## src/rtl/cdt_map.svh

```systemverilog
`ifndef CDT_MAP_SVH
`define CDT_MAP_SVH

// counter geometry
`define CDT_WIDTH        32
`define CDT_MAX_COUNT    32'hFFFFFFFF
`define CDT_ZERO_COUNT   32'h00000000
`define CDT_ONE_COUNT    32'h00000001

// reset values of the control word fields and the reload value
`define CDT_RST_RUN      1'b0
`define CDT_RST_SELECT   1'b0
`define CDT_RST_BLOCK    1'b0
`define CDT_RST_RELOAD   32'h00000000

// reload select encoding
`define CDT_SEL_FREE     1'b0
`define CDT_SEL_USER     1'b1

`endif

```

## src/rtl/cdt_pkg.sv

```systemverilog
`include "cdt_map.svh"

package cdt_pkg;

    typedef logic [`CDT_WIDTH-1:0] cdt_count_t;

    // control word as software sees it
    typedef struct packed {
        logic count_run_bit;
        logic reload_select_bit;
        logic irq_block_bit;
    } cdt_ctrl_t;

    // counter run phase
    typedef enum logic [1:0] {
        CDT_IDLE    = 2'h0,
        CDT_LOAD    = 2'h1,
        CDT_RUNNING = 2'h3
    } cdt_state_t;

endpackage

```

## src/rtl/cdt_timer.sv

```systemverilog
// Contract
// - 32-bit counter decrements each clock while enabled; event at zero.
// - free-running mode reloads all ones at zero.
// - user mode reloads the reload value register at zero.
// - enabling the timer copies the reload value into the counter.
// - select bit 1 means user mode, 0 means free-running.
// - clearing enable resets the counter and its related state.
// - block bit 1 masks the interrupt, 0 leaves it unmasked.
// - interrupt asserts at zero in both modes when unmasked.
// - reading the acknowledge register clears the pending interrupt.
// - status output shows whether the interrupt is active.
// - disabling the timer clears a pending interrupt.
// - reset: disabled, unmasked, free-running, reload value zero.
// - set at zero wins over a coincident clear.
// - while enabled the interrupt holds until acknowledged; setting the block bit also drops timer_irq, while the pending flag stays set.
`timescale 1ns/100ps
`default_nettype none
`include "cdt_map.svh"

module cdt_timer
(
    // clock and reset
    input  wire logic                sys_clk,
    input  wire logic                reset,
    // control word write
    input  wire logic                ctrl_wr,
    input  wire cdt_pkg::cdt_ctrl_t  ctrl_wdata,
    // reload value write
    input  wire logic                reload_wr,
    input  wire cdt_pkg::cdt_count_t reload_wdata,
    // acknowledge read strobe
    input  wire logic                irq_ack_read,
    // status
    output var  cdt_pkg::cdt_ctrl_t  count_control_word,
    output var  cdt_pkg::cdt_count_t reload_value_register,
    output var  cdt_pkg::cdt_count_t current_count,
    output var  logic                irq_status,
    output var  logic                irq_raw_status,
    output var  logic                timer_irq
);
    import cdt_pkg::*;

    cdt_count_t count_w;
    logic       zero_w;
    logic       pend_w;
    logic       irq_w;

    ////////////////////////////////////////////////////////////////////
    // control word, reset to disabled, free-running, unmasked
    always_ff @(posedge sys_clk or posedge reset)
    begin
        if (reset)
        begin
            count_control_word.count_run_bit     <= `CDT_RST_RUN;
            count_control_word.reload_select_bit <= `CDT_RST_SELECT;
            count_control_word.irq_block_bit     <= `CDT_RST_BLOCK;
        end
        else if (ctrl_wr)
            count_control_word <= ctrl_wdata;
    end

    ////////////////////////////////////////////////////////////////////
    // reload value register; software only writes it while disabled
    always_ff @(posedge sys_clk or posedge reset)
    begin
        if (reset)
            reload_value_register <= `CDT_RST_RELOAD;
        else if (reload_wr)
            reload_value_register <= reload_wdata;
    end

    ////////////////////////////////////////////////////////////////////
    // counter core
    cdt_counter u_counter
    (
        .sys_clk      (sys_clk),
        .reset        (reset),
        .run          (count_control_word.count_run_bit),
        .user_mode    (count_control_word.reload_select_bit),
        .reload_value (reload_value_register),
        .count_r      (count_w),
        .zero_hit_r   (zero_w)
    );

    ////////////////////////////////////////////////////////////////////
    // interrupt flag and masked request
    cdt_irq u_irq
    (
        .sys_clk   (sys_clk),
        .reset     (reset),
        .run       (count_control_word.count_run_bit),
        .zero_hit  (zero_w),
        .ack_read  (irq_ack_read),
        .block     (count_control_word.irq_block_bit),
        .pending_r (pend_w),
        .irq_r     (irq_w)
    );

    ////////////////////////////////////////////////////////////////////
    // registered copies of submodule flops
    always_ff @(posedge sys_clk or posedge reset)
    begin
        if (reset)
            current_count <= `CDT_ZERO_COUNT;
        else
            current_count <= count_w;
    end

    always_ff @(posedge sys_clk or posedge reset)
    begin
        if (reset)
        begin
            irq_status     <= 1'b0;
            irq_raw_status <= 1'b0;
            timer_irq      <= 1'b0;
        end
        else
        begin
            irq_status     <= irq_w;
            irq_raw_status <= pend_w;
            timer_irq      <= irq_w;
        end
    end

endmodule

`default_nettype wire

```

## src/rtl/cdt_counter.sv

```systemverilog
`timescale 1ns/100ps
`default_nettype none
`include "cdt_map.svh"

module cdt_counter
(
    // clock and reset
    input  wire logic              sys_clk,
    input  wire logic              reset,
    // control
    input  wire logic              run,
    input  wire logic              user_mode,
    input  wire cdt_pkg::cdt_count_t reload_value,
    // status
    output var  cdt_pkg::cdt_count_t count_r,
    output var  logic              zero_hit_r
);
    import cdt_pkg::*;

    cdt_state_t state_r;
    cdt_count_t count_nxt;
    logic       zero_nxt;

    ////////////////////////////////////////////////////////////////////
    // next count: load on enable, decrement, reload at zero
    always_comb
    begin
        count_nxt = count_r;
        zero_nxt  = 1'b0;
        unique case (state_r)
            CDT_IDLE:
            begin
                count_nxt = `CDT_ZERO_COUNT;
                if (run)
                    count_nxt = reload_value;
            end
            CDT_LOAD, CDT_RUNNING:
            begin
                if (count_r == `CDT_ONE_COUNT || count_r == `CDT_ZERO_COUNT)
                begin
                    zero_nxt = 1'b1;
                    if (user_mode == `CDT_SEL_USER)
                        count_nxt = reload_value;
                    else
                        count_nxt = `CDT_MAX_COUNT;
                end
                else
                    count_nxt = count_r - `CDT_ONE_COUNT;
            end
            default:
                count_nxt = `CDT_ZERO_COUNT;
        endcase
        if (!run)
        begin
            count_nxt = `CDT_ZERO_COUNT;
            zero_nxt  = 1'b0;
        end
    end

    ////////////////////////////////////////////////////////////////////
    // run phase
    always_ff @(posedge sys_clk or posedge reset)
    begin
        if (reset)
            state_r <= CDT_IDLE;
        else if (!run)
            state_r <= CDT_IDLE;
        else if (state_r == CDT_IDLE)
            state_r <= CDT_LOAD;
        else
            state_r <= CDT_RUNNING;
    end

    ////////////////////////////////////////////////////////////////////
    // counter and zero strobe
    always_ff @(posedge sys_clk or posedge reset)
    begin
        if (reset)
        begin
            count_r    <= `CDT_ZERO_COUNT;
            zero_hit_r <= 1'b0;
        end
        else
        begin
            count_r    <= count_nxt;
            zero_hit_r <= zero_nxt;
        end
    end

endmodule

`default_nettype wire

```

## src/rtl/cdt_irq.sv

```systemverilog
`timescale 1ns/100ps
`default_nettype none
`include "cdt_map.svh"

module cdt_irq
(
    // clock and reset
    input  wire logic sys_clk,
    input  wire logic reset,
    // events
    input  wire logic run,
    input  wire logic zero_hit,
    input  wire logic ack_read,
    input  wire logic block,
    // outputs
    output var  logic pending_r,
    output var  logic irq_r
);

    ////////////////////////////////////////////////////////////////////
    // sticky pending flag, set wins over clear
    always_ff @(posedge sys_clk or posedge reset)
    begin
        if (reset)
            pending_r <= 1'b0;
        else if (!run)
            pending_r <= 1'b0;
        else if (zero_hit)
            pending_r <= 1'b1;
        else if (ack_read)
            pending_r <= 1'b0;
    end

    ////////////////////////////////////////////////////////////////////
    // level interrupt request through the mask
    always_ff @(posedge sys_clk or posedge reset)
    begin
        if (reset)
            irq_r <= 1'b0;
        else if (!run)
            irq_r <= 1'b0;
        else if (zero_hit && !block)
            irq_r <= 1'b1;
        else if (ack_read)
            irq_r <= 1'b0;
        else
            irq_r <= (pending_r && !block);
    end

endmodule

`default_nettype wire

```

## config.mk

```make
export PLATFORM = sky130hd
export DESIGN_NAME = cdt_timer
export DESIGN_NICKNAME = d
export VERILOG_FILES = /design/src/rtl/cdt_pkg.sv /design/src/rtl/cdt_timer.sv /design/src/rtl/cdt_counter.sv /design/src/rtl/cdt_irq.sv
export VERILOG_INCLUDE_DIRS = /design/src /design/src/rtl
export SDC_FILE = /design/constraint.sdc
export NUM_CORES = 1
export LEC_CHECK = 0
export BUFFER_PORTS_ARGS = -buffer_cell sky130_fd_sc_hd__buf_2
export CAP_MARGIN = 5
export CELL_PAD_IN_SITES_DETAIL_PLACEMENT = 0
export CELL_PAD_IN_SITES_GLOBAL_PLACEMENT = 1
export CORE_AREA = 2 2 113 115
export DETAILED_ROUTE_END_ITERATION = 10
export DIE_AREA = 0 0 115 117
export PLACE_DENSITY_LB_ADDON = 0.12
export REMOVE_ABC_BUFFERS = 1
export SYNTH_ARGS = -nofsm -noshare
export SYNTH_HDL_FRONTEND = slang
export SYNTH_SLANG_ARGS = --single-unit
```

## constraint.sdc

```tcl
create_clock -name sys_clk -period 3.1 [get_ports sys_clk]
set_input_delay 0.465 -clock sys_clk [delete_from_list [all_inputs] [get_ports sys_clk]]
set_output_delay 0.465 -clock sys_clk [all_outputs]
set_load 0.05 [all_outputs]
```

* Yosys cells after proc, flatten, opt, wreduce, memory -nomap -nowiden
Index checks and enable logic that the tools add are counted.
** Storage, ports and cells
- Bits in writable memories :: 0
- Memories :: 0
- Bits in registers :: 106
- Bits in read-only memories :: 0
- Bits in latches :: 0
** Operators by class
- $mul :: 0
- $lt $le $gt $ge :: 0
- Multiplexer cells :: 15
- Reductions and logical operators :: 7
- Add/subtract/negate cells :: 1
- Bitwise logic cells :: 0
- Shift-type cells :: 0
- Div/mod/pow operators :: 0
- Eq/ne operators :: 4
** Operators by type and width (number)
- $mux W32 :: 3
- $pmux W32 S2 :: 1
- $eq A32 B1 Y1 const B :: 1
- $logic_not A32 Y1 :: 1
- $sub A32 B1 Y32 const B :: 1
- $mux W1 :: 9
- $mux W2 :: 2
- $ne A3 B2 Y1 const B :: 1
- $eq A2 B1 Y1 const B :: 1
- $eq A2 B2 Y1 const B :: 1
- $logic_and A1 B1 Y1 :: 2
- $logic_not A2 Y1 :: 1
- $reduce_or A2 Y1 :: 1
- $logic_not A1 Y1 :: 1
- $logic_or A1 B1 Y1 :: 1

* Longest topological paths before layout
Gate-level depths: netlist of the first run.
- Depth in word-level cells :: 5
- Mapped depth :: 10

* Modules after synthesis
From an unflattened synthesis of the first run, not the netlist that was laid out.
** Unflattened totals
- Cell total of the unflattened synthesis :: 327
- Area total of the unflattened synthesis :: 4538.1 um^2
** Modules (own cells, without submodules)
- cdt_timer :: cells an instance 110, area an instance 2316.0 um^2, instances 1, sequential area each 1726.7 um^2
- cdt_counter :: cells an instance 210, area an instance 2133.3 um^2, instances 1, sequential area each 875.8 um^2
- cdt_irq :: cells an instance 7, area an instance 88.8 um^2, instances 1, sequential area each 50.0 um^2

* Worst setup path after synthesis of the first run
OpenSTA, ideal clock, no wires.
- Kind :: flip-flop to flip-flop
- From :: register u_counter.count_r[0]
- To :: register u_counter.count_r[10]
- Buffers on the path :: 1
- Data arrival time :: 2.531 ns
- Setup slack :: 0.448 ns
- Data required time :: 2.979 ns
- Clock period less this slack :: 2.652 ns
- Cell stages (with the launch flop) :: 10
- Cell sequence :: dfrtp_1 inv_1 ha_1 clkbuf_1 or4b_2 or2_2 or3_1 xor2_1 nand2_1 a22o_1
** On the way
- Cells in the longest elaborated chain, start to end :: 5
- Elaborated cells on any way between the ends :: 7
** Ends and longest elaborated chain
- start, declared :: line cdt_counter.sv:15 : output var cdt_pkg::cdt_count_t count_r,
- start signal, assigned :: line cdt_counter.sv:80 : count_r <= `CDT_ZERO_COUNT;
- start signal, assigned :: line cdt_counter.sv:85 : count_r <= count_nxt;
- branches (longest 2 deep; another with $sub A32 B1 Y32)
- $mux W32 (*) :: line cdt_counter.sv:39 : if (count_r == `CDT_ONE_COUNT || count_r == `CDT_ZERO_COUNT)
- $pmux W32 S2 (*) :: line cdt_counter.sv:30 : unique case (state_r)
- $mux W32 (*) :: line cdt_counter.sv:53 : if (!run)
- net u_counter.count_nxt[10] :: line cdt_counter.sv:21 : cdt_count_t count_nxt;
Mark *: on every way through the listed nets, which the timed path passes.
A chain may end at the register's enable or synchronous reset.

* Worst setup path after layout of the first run
- From :: register u_counter.count_r[11]
- To :: register u_counter.count_r[19]
Same word-level chain as after synthesis.

==> results of run 1 <==
## metrics by stage
step	power [W]	util	cell area (um2)
2_1_floorplan	0.002689	-	4362
3_3_place_gp	0.003088	0.4236	5215
3_5_place_dp	0.003091	0.4236	5215
4_1_cts	0.004338	0.4496	5535
5_1_grt	0.004509	0.4496	5535
6_report	0.004291	0.4496	5535
## power breakdown
| part | internal (W) | leakage [nW] | switching [W] |
|---|---|---|---|
| sequential | 0.00157 | 1.35 | 0.000168 |
| combinational | 0.000411 | 1.18 | 0.000903 |
| clock | 0.000727 | 0.156 | 0.000509 |
## worst max-delay path by stage
stage,start,endpoint,slack [ps],depth (start not counted)
finish,u_counter.count_r[11],u_counter.count_r[19],350,6
global route,u_counter.count_r[11],u_counter.count_r[31],190,6
CTS,u_counter.count_r[11],u_counter.count_r[19],330,6
detailed placement,u_counter.count_r[11],u_counter.count_r[19],350,6
global placement,u_counter.count_r[11],u_counter.count_r[25],400,6
floorplan,reset,count_control_word[0],-150,1
## kinds of logic after synthesis
| logic type | synth area share |
|---|---|
| compound gates | 0.1024 |
| xor+xnor | 0.03339 |
| fa+ha+maj | 0.005611 |
| buf+inv | 0.02862 |
| flops | 0.5948 |
| mux | 0.08810 |
| simple gates | 0.1470 |
## cell type report
type	count	area, um2
timing repair buffer	123	663.1
fill	1185	6777
multi-input combinational	243	1679
clock buffer	11	242.7
sequential	106	2653
clock inverter	5	77.57
inverter	8	32.53
tap	150	187.7
## metal layers
metal,global-route usage,share of wire
met5,0,0
met1,0.2335,0.45
met3,0.03399,0.043
met4,0.09237,0.032
met2,0.2733,0.47
## synth_stat cells, types with 3 or more instances
cell type    n
dfrtp_1    106
nand2_1     39
mux2_2      34
nor2_1      22
o21ai_0     17
a21oi_1     14
clkbuf_1    10
xor2_1      10
nor3_1       9
or3_1        9
a22o_1       8
inv_1        8
or4_1        8
a311oi_1     7
xnor2_1      7
nand3_1      6
nor4_1       6
buf_1        4
buf_4        4
nor2b_1      4
and2_1       3
buf_2        3
## flip-flops by register name (all words and copies together) (netlist names)
name	flops
u_counter.state_r	2
u_counter.count_r	32
u_irq.irq_r	1
irq_raw_status	1
irq_status	1
u_irq.pending_r	1
current_count	32
u_counter.zero_hit_r	1
reload_value_register	32
count_control_word	3
## critical path, stage by stage, from the launching register on
cell	delay, ps
dfrtp_1	410
or4_1	660
nor4_4	490
nand3_4	220
or4_1	460
xor2_1	150
a311oi_1	260
==> impl_metrics.env, run 1 <==
export IMPL_syn_area_um2=4459
export IMPL_drv_slew=0
export IMPL_die_area_um2=13460
export IMPL_grt_max_degree=57
export IMPL_r2r_end="u_counter.count_r[19]"
export IMPL_hold_path_class="input pin to async pin"
export IMPL_gp_congestion=0.8651
export IMPL_clock_sinks=106
export IMPL_synth_edff_count=0
export IMPL_synth_top_area_cell="dfrtp_1"
export IMPL_drive_above_1_share=0.3690
export IMPL_die_h_um=117
export IMPL_seq_area_frac_synth=0.5948
export IMPL_clk_latency_ps=360
export IMPL_synth_area_leaders="dfrtp_1 (59%), mux2_2 (8.6%), nand2_1 (3.3%), xor2_1 (2.0%), o21ai_0 (1.9%)"
export IMPL_worstSetupEndpointType="flip-flop"
export IMPL_core_area_um2=12310
export IMPL_whs_ps=192.4
export IMPL_setup_violations=0
export IMPL_crit_type="flip-flop to flip-flop"
export IMPL_cp_arrival_ps=3010
export IMPL_track_usage=0.1754
export IMPL_crit_required_ps=3360
export IMPL_grt_first_pass_wirelength_um=17530
export IMPL_rr_worst_depth=6
export IMPL_synth_flop_cell="dfrtp_1"
export IMPL_max_cap_viol_count=0
export IMPL_detail_route_antenna_nets=0
export IMPL_hold_buffers=0
export IMPL_ir_worst_vdd_mv=0.3012
export IMPL_antenna_cells=0
export IMPL_mostFrequentLayoutCells="buf_2 (109), dfrtp_1 (106), nand2_1 (39), mux2_2 (34), nor2_1 (22)"
export IMPL_syn2layout_area_growth_pct=24.13
export IMPL_post_place_ws_ps=352.0
export IMPL_outcome="finished, final reports clean"
export IMPL_r2r_start="u_counter.count_r[11]"
export IMPL_grt_pass1_vias=3234
export IMPL_avgRoutedWirePerCell_um=17.42
export IMPL_placed_cells=630
export IMPL_yosysTopAreaCellShare=0.5948
export IMPL_final_common_cell="buf_2"
export IMPL_finClkSkew_ps=8.010
export IMPL_timing_final_crit_share=0.8862
export IMPL_final_cells=646
export IMPL_initial_core_util=0.3622
export IMPL_rows=41
export IMPL_cp_start_kind="flip-flop"
export IMPL_vias=3274
export IMPL_cts_htree_levels=3
export IMPL_drc=0
export IMPL_final_net_count=533
export IMPL_tns_ps=0
export IMPL_hpwl_um=7914
export IMPL_worstMarginPinSlew_ps=784.6
export IMPL_syn_inst=378
export IMPL_numCtsBuffers=9
export IMPL_rrSetupSlack_ps=350
export IMPL_ys_seq_elements=106
export IMPL_cts_clk_slew_worst_paths_ps=70
export IMPL_relSlewSlack=0.4770
export IMPL_grt_overflow=0
export IMPL_cts_resized=0
export IMPL_avgSynthCellArea_um2=11.80
export IMPL_fin_crit_ps=2747
export IMPL_setup_slack_ps=352.9
export IMPL_synth_cell_types=53
export IMPL_ios=110
export IMPL_hold_viol=0
export IMPL_tritoncts="yes"
export IMPL_wirelength_um=11250
export IMPL_crit_fanout=9
export IMPL_cts_root_buf="clkbuf_16"
export IMPL_p_leak_nw=2.686
export IMPL_viasPerCell=5.068
export IMPL_async_reset_ff_frac=1.000
export IMPL_max_clock_freq_mhz=364.0
export IMPL_drt_iter0_markers=127
export IMPL_post_cts_buffers=0
export IMPL_antenna_found_initial=0
export IMPL_die_w_um=115
export IMPL_clock_path_buffers=2
export IMPL_dr_pass1_iters=4
export IMPL_ys_warn_count=0
export IMPL_power_density_nw_per_um2=775.2
export IMPL_rsz0062_at_grt="false"
export IMPL_portBuffers=109
Power figures use the tool's default switching activity.
==> run 2, diff against run 1 <==
--- a/config.mk
+++ b/config.mk
@@ -13,7 +13,7 @@
 export CORE_AREA = 2 2 113 115
 export DETAILED_ROUTE_END_ITERATION = 10
 export DIE_AREA = 0 0 115 117
-export PLACE_DENSITY_LB_ADDON = 0.12
+export PLACE_DENSITY = 0.82
 export REMOVE_ABC_BUFFERS = 1
 export SYNTH_ARGS = -nofsm -noshare
 export SYNTH_HDL_FRONTEND = slang
==> run 2 against run 1 <==
Effect of this change:
- wire length down 3.9%
- clock skew grew 1.5 ps
- flip-flop and latch count is the same
- sequential share of layout area is 0.50 points higher
- largest cell class unchanged
- total power fell by 2.4%
- register-to-register slack lost 160 ps
- utilization shrank 0.47 points
- non-clock buffer count down 4
- clock-buffer cell count unchanged
- critical path depth is the same
- global-route usage down 0.83 points
- clock power fell by 6%
==> impl_metrics.env, run 2 (synthesis results as in run 1) <==
export IMPL_outcome="finished, final reports clean"
export IMPL_p_leak_nw=2.657
export IMPL_p_int_w=0.002635
export IMPL_finClkSkew_ps=9.501
export IMPL_ios=110
export IMPL_cp_start_kind="flip-flop"
export IMPL_rows=41
export IMPL_wirelength_um=10820
export IMPL_grt_pass1_vias=3177
export IMPL_hold_viol=0
export IMPL_gp_congestion=0.8097
export IMPL_detail_route_antenna_nets=0
export IMPL_final_cells=642
export IMPL_whs_ps=307.1
export IMPL_power_share_clock=0.276
export IMPL_avgRoutedWirePerCell_um=16.85
export IMPL_grt_max_degree=75
export IMPL_track_usage=0.1671
export IMPL_syn2layout_area_growth_pct=22.84
export IMPL_switching_share=0.3707
export IMPL_cts_resized=0
export IMPL_core_area_um2=12310
export IMPL_seqPwrFrac=0.419
export IMPL_hold_buffers=0
export IMPL_drt_iter0_markers=161
export IMPL_hold_path_class="input pin to async pin"
export IMPL_power_w=0.004187
export IMPL_final_net_count=529
export IMPL_final_util=0.4449
export IMPL_postLayoutCellArea_um2=5478
export IMPL_drive_above_1_share=0.3659
export IMPL_crit_fanout=9
export IMPL_reg_largest_list="current_count x32, reload_value_register x32, u_counter.count_r x32"
export IMPL_drc=0
export IMPL_clock_sinks=106
export IMPL_max_cap_viol_count=0
export IMPL_initial_core_util=0.3622
export IMPL_die_h_um=117
export IMPL_cts_clk_slew_worst_paths_ps=70
export IMPL_mostFrequentLayoutCells="buf_2 (109), dfrtp_1 (106), nand2_1 (39), mux2_2 (34), nor2_1 (22)"
export IMPL_post_cts_buffers=0
export IMPL_grt_overflow=0
export IMPL_relSlewSlack=0.3985
export IMPL_ir_worst_vdd_mv=0.3276
export IMPL_tritoncts="yes"
export IMPL_final_common_cell="buf_2"
export IMPL_power_switching_w=0.001552
export IMPL_pwr_share_comb=0.305
export IMPL_crit_required_ps=3340
export IMPL_crit_type="flip-flop to flip-flop"
export IMPL_hpwl_um=7713
export IMPL_drv_slew=0
export IMPL_rsz0062_at_grt="false"
export IMPL_cts_htree_levels=3
export IMPL_worstSetupEndpointType="flip-flop"
export IMPL_dr_pass1_iters=4
export IMPL_max_clock_freq_mhz=344.0
export IMPL_die_area_um2=13460
export IMPL_grt_first_pass_wirelength_um=16960
export IMPL_clk_latency_ps=350
export IMPL_worstMarginPinSlew_ps=902.2
export IMPL_cts_root_buf="clkbuf_16"
export IMPL_setup_violations=0
export IMPL_dpl_cell_area_um2=5172
export IMPL_placed_cells=626
export IMPL_viasPerCell=5.136
export IMPL_antenna_found_initial=0
export IMPL_die_w_um=115
export IMPL_timing_final_crit_share=0.9378
export IMPL_portBuffers=109
export IMPL_antenna_cells=0
export IMPL_fin_crit_ps=2907
export IMPL_numCtsBuffers=9
export IMPL_rrSetupSlack_ps=190
export IMPL_clock_path_buffers=2
export IMPL_power_density_nw_per_um2=764.4
export IMPL_vias=3297
export IMPL_cp_arrival_ps=3150
[run 2: changes by cell type in the layout (fill, tap and decap cells not counted)]
cell / before / now
buf_12: 1 / 0
buf_4: 13 / 10
bufinv_16: 2 / 1
clkbuf_1: 1 / 0
clkbuf_8: 1 / 2
clkinv_2: 2 / 3
[run 2: worst max-delay path: stages, from the launching register on]
cell	delay (ps)
dfrtp_1	430
or4_1	660
nor4_4	600
nand3_4	200
or4_1	450
xor2_1	160
a311oi_1	290
[run 2: final cells by class]
type	count	area (um2)
clock buffer	11	252.7
clock inverter	5	52.55
fill	1185	6834
inverter	8	32.53
multi-input combinational	243	1679
sequential	106	2653
tap	150	187.7
timing repair buffer	119	620.6
[run 2: power groups by stage]
stage / sequential (W) / clock, W / combinational, W
2_1_floorplan: 0.00215 / 0 / 0.000540
3_3_place_gp: 0.00178 / 0 / 0.00128
6_report: 0.00175 / 0.00116 / 0.00128
3_5_place_dp: 0.00178 / 0 / 0.00128
5_1_grt: 0.00178 / 0.00124 / 0.00138
4_1_cts: 0.00176 / 0.00119 / 0.00129
[run 2: metal layers]
metal / global-route usage / wire [um]
met5: 0 / 0
met4: 0.06185 / 147
met3: 0.04222 / 551
met2: 0.2663 / 5261
met1: 0.2223 / 4857
[run 2: worst paths after layout]
| path | cells after the start | start | to |
|---|---|---|---|
| min in group sys_clk | 3 | ctrl_wdata[1] | count_control_word[1] |
| worst min register to register | 0 | u_irq.irq_r | irq_status |
| worst max register to register | 6 | u_counter.count_r[11] | u_counter.count_r[19] |
| worst min-delay path | 2 | reset | reload_value_register[0] |
| max in group asynchronous | 3 | reset | u_counter.count_r[28] |
| worst max-delay path | 6 | u_counter.count_r[11] | u_counter.count_r[19] |
[run 2: through the flow]
| stage | setup TNS, ps | setup slack, ps |
|---|---|---|
| 2_1_floorplan | -16310 | -153.9 |
| 3_3_place_gp | 0 | 317.6 |
| 3_5_place_dp | 0 | 199.0 |
| 4_1_cts | 0 | 178.5 |
| 5_1_grt | 0 | 23.27 |
| 6_report | 0 | 192.9 |
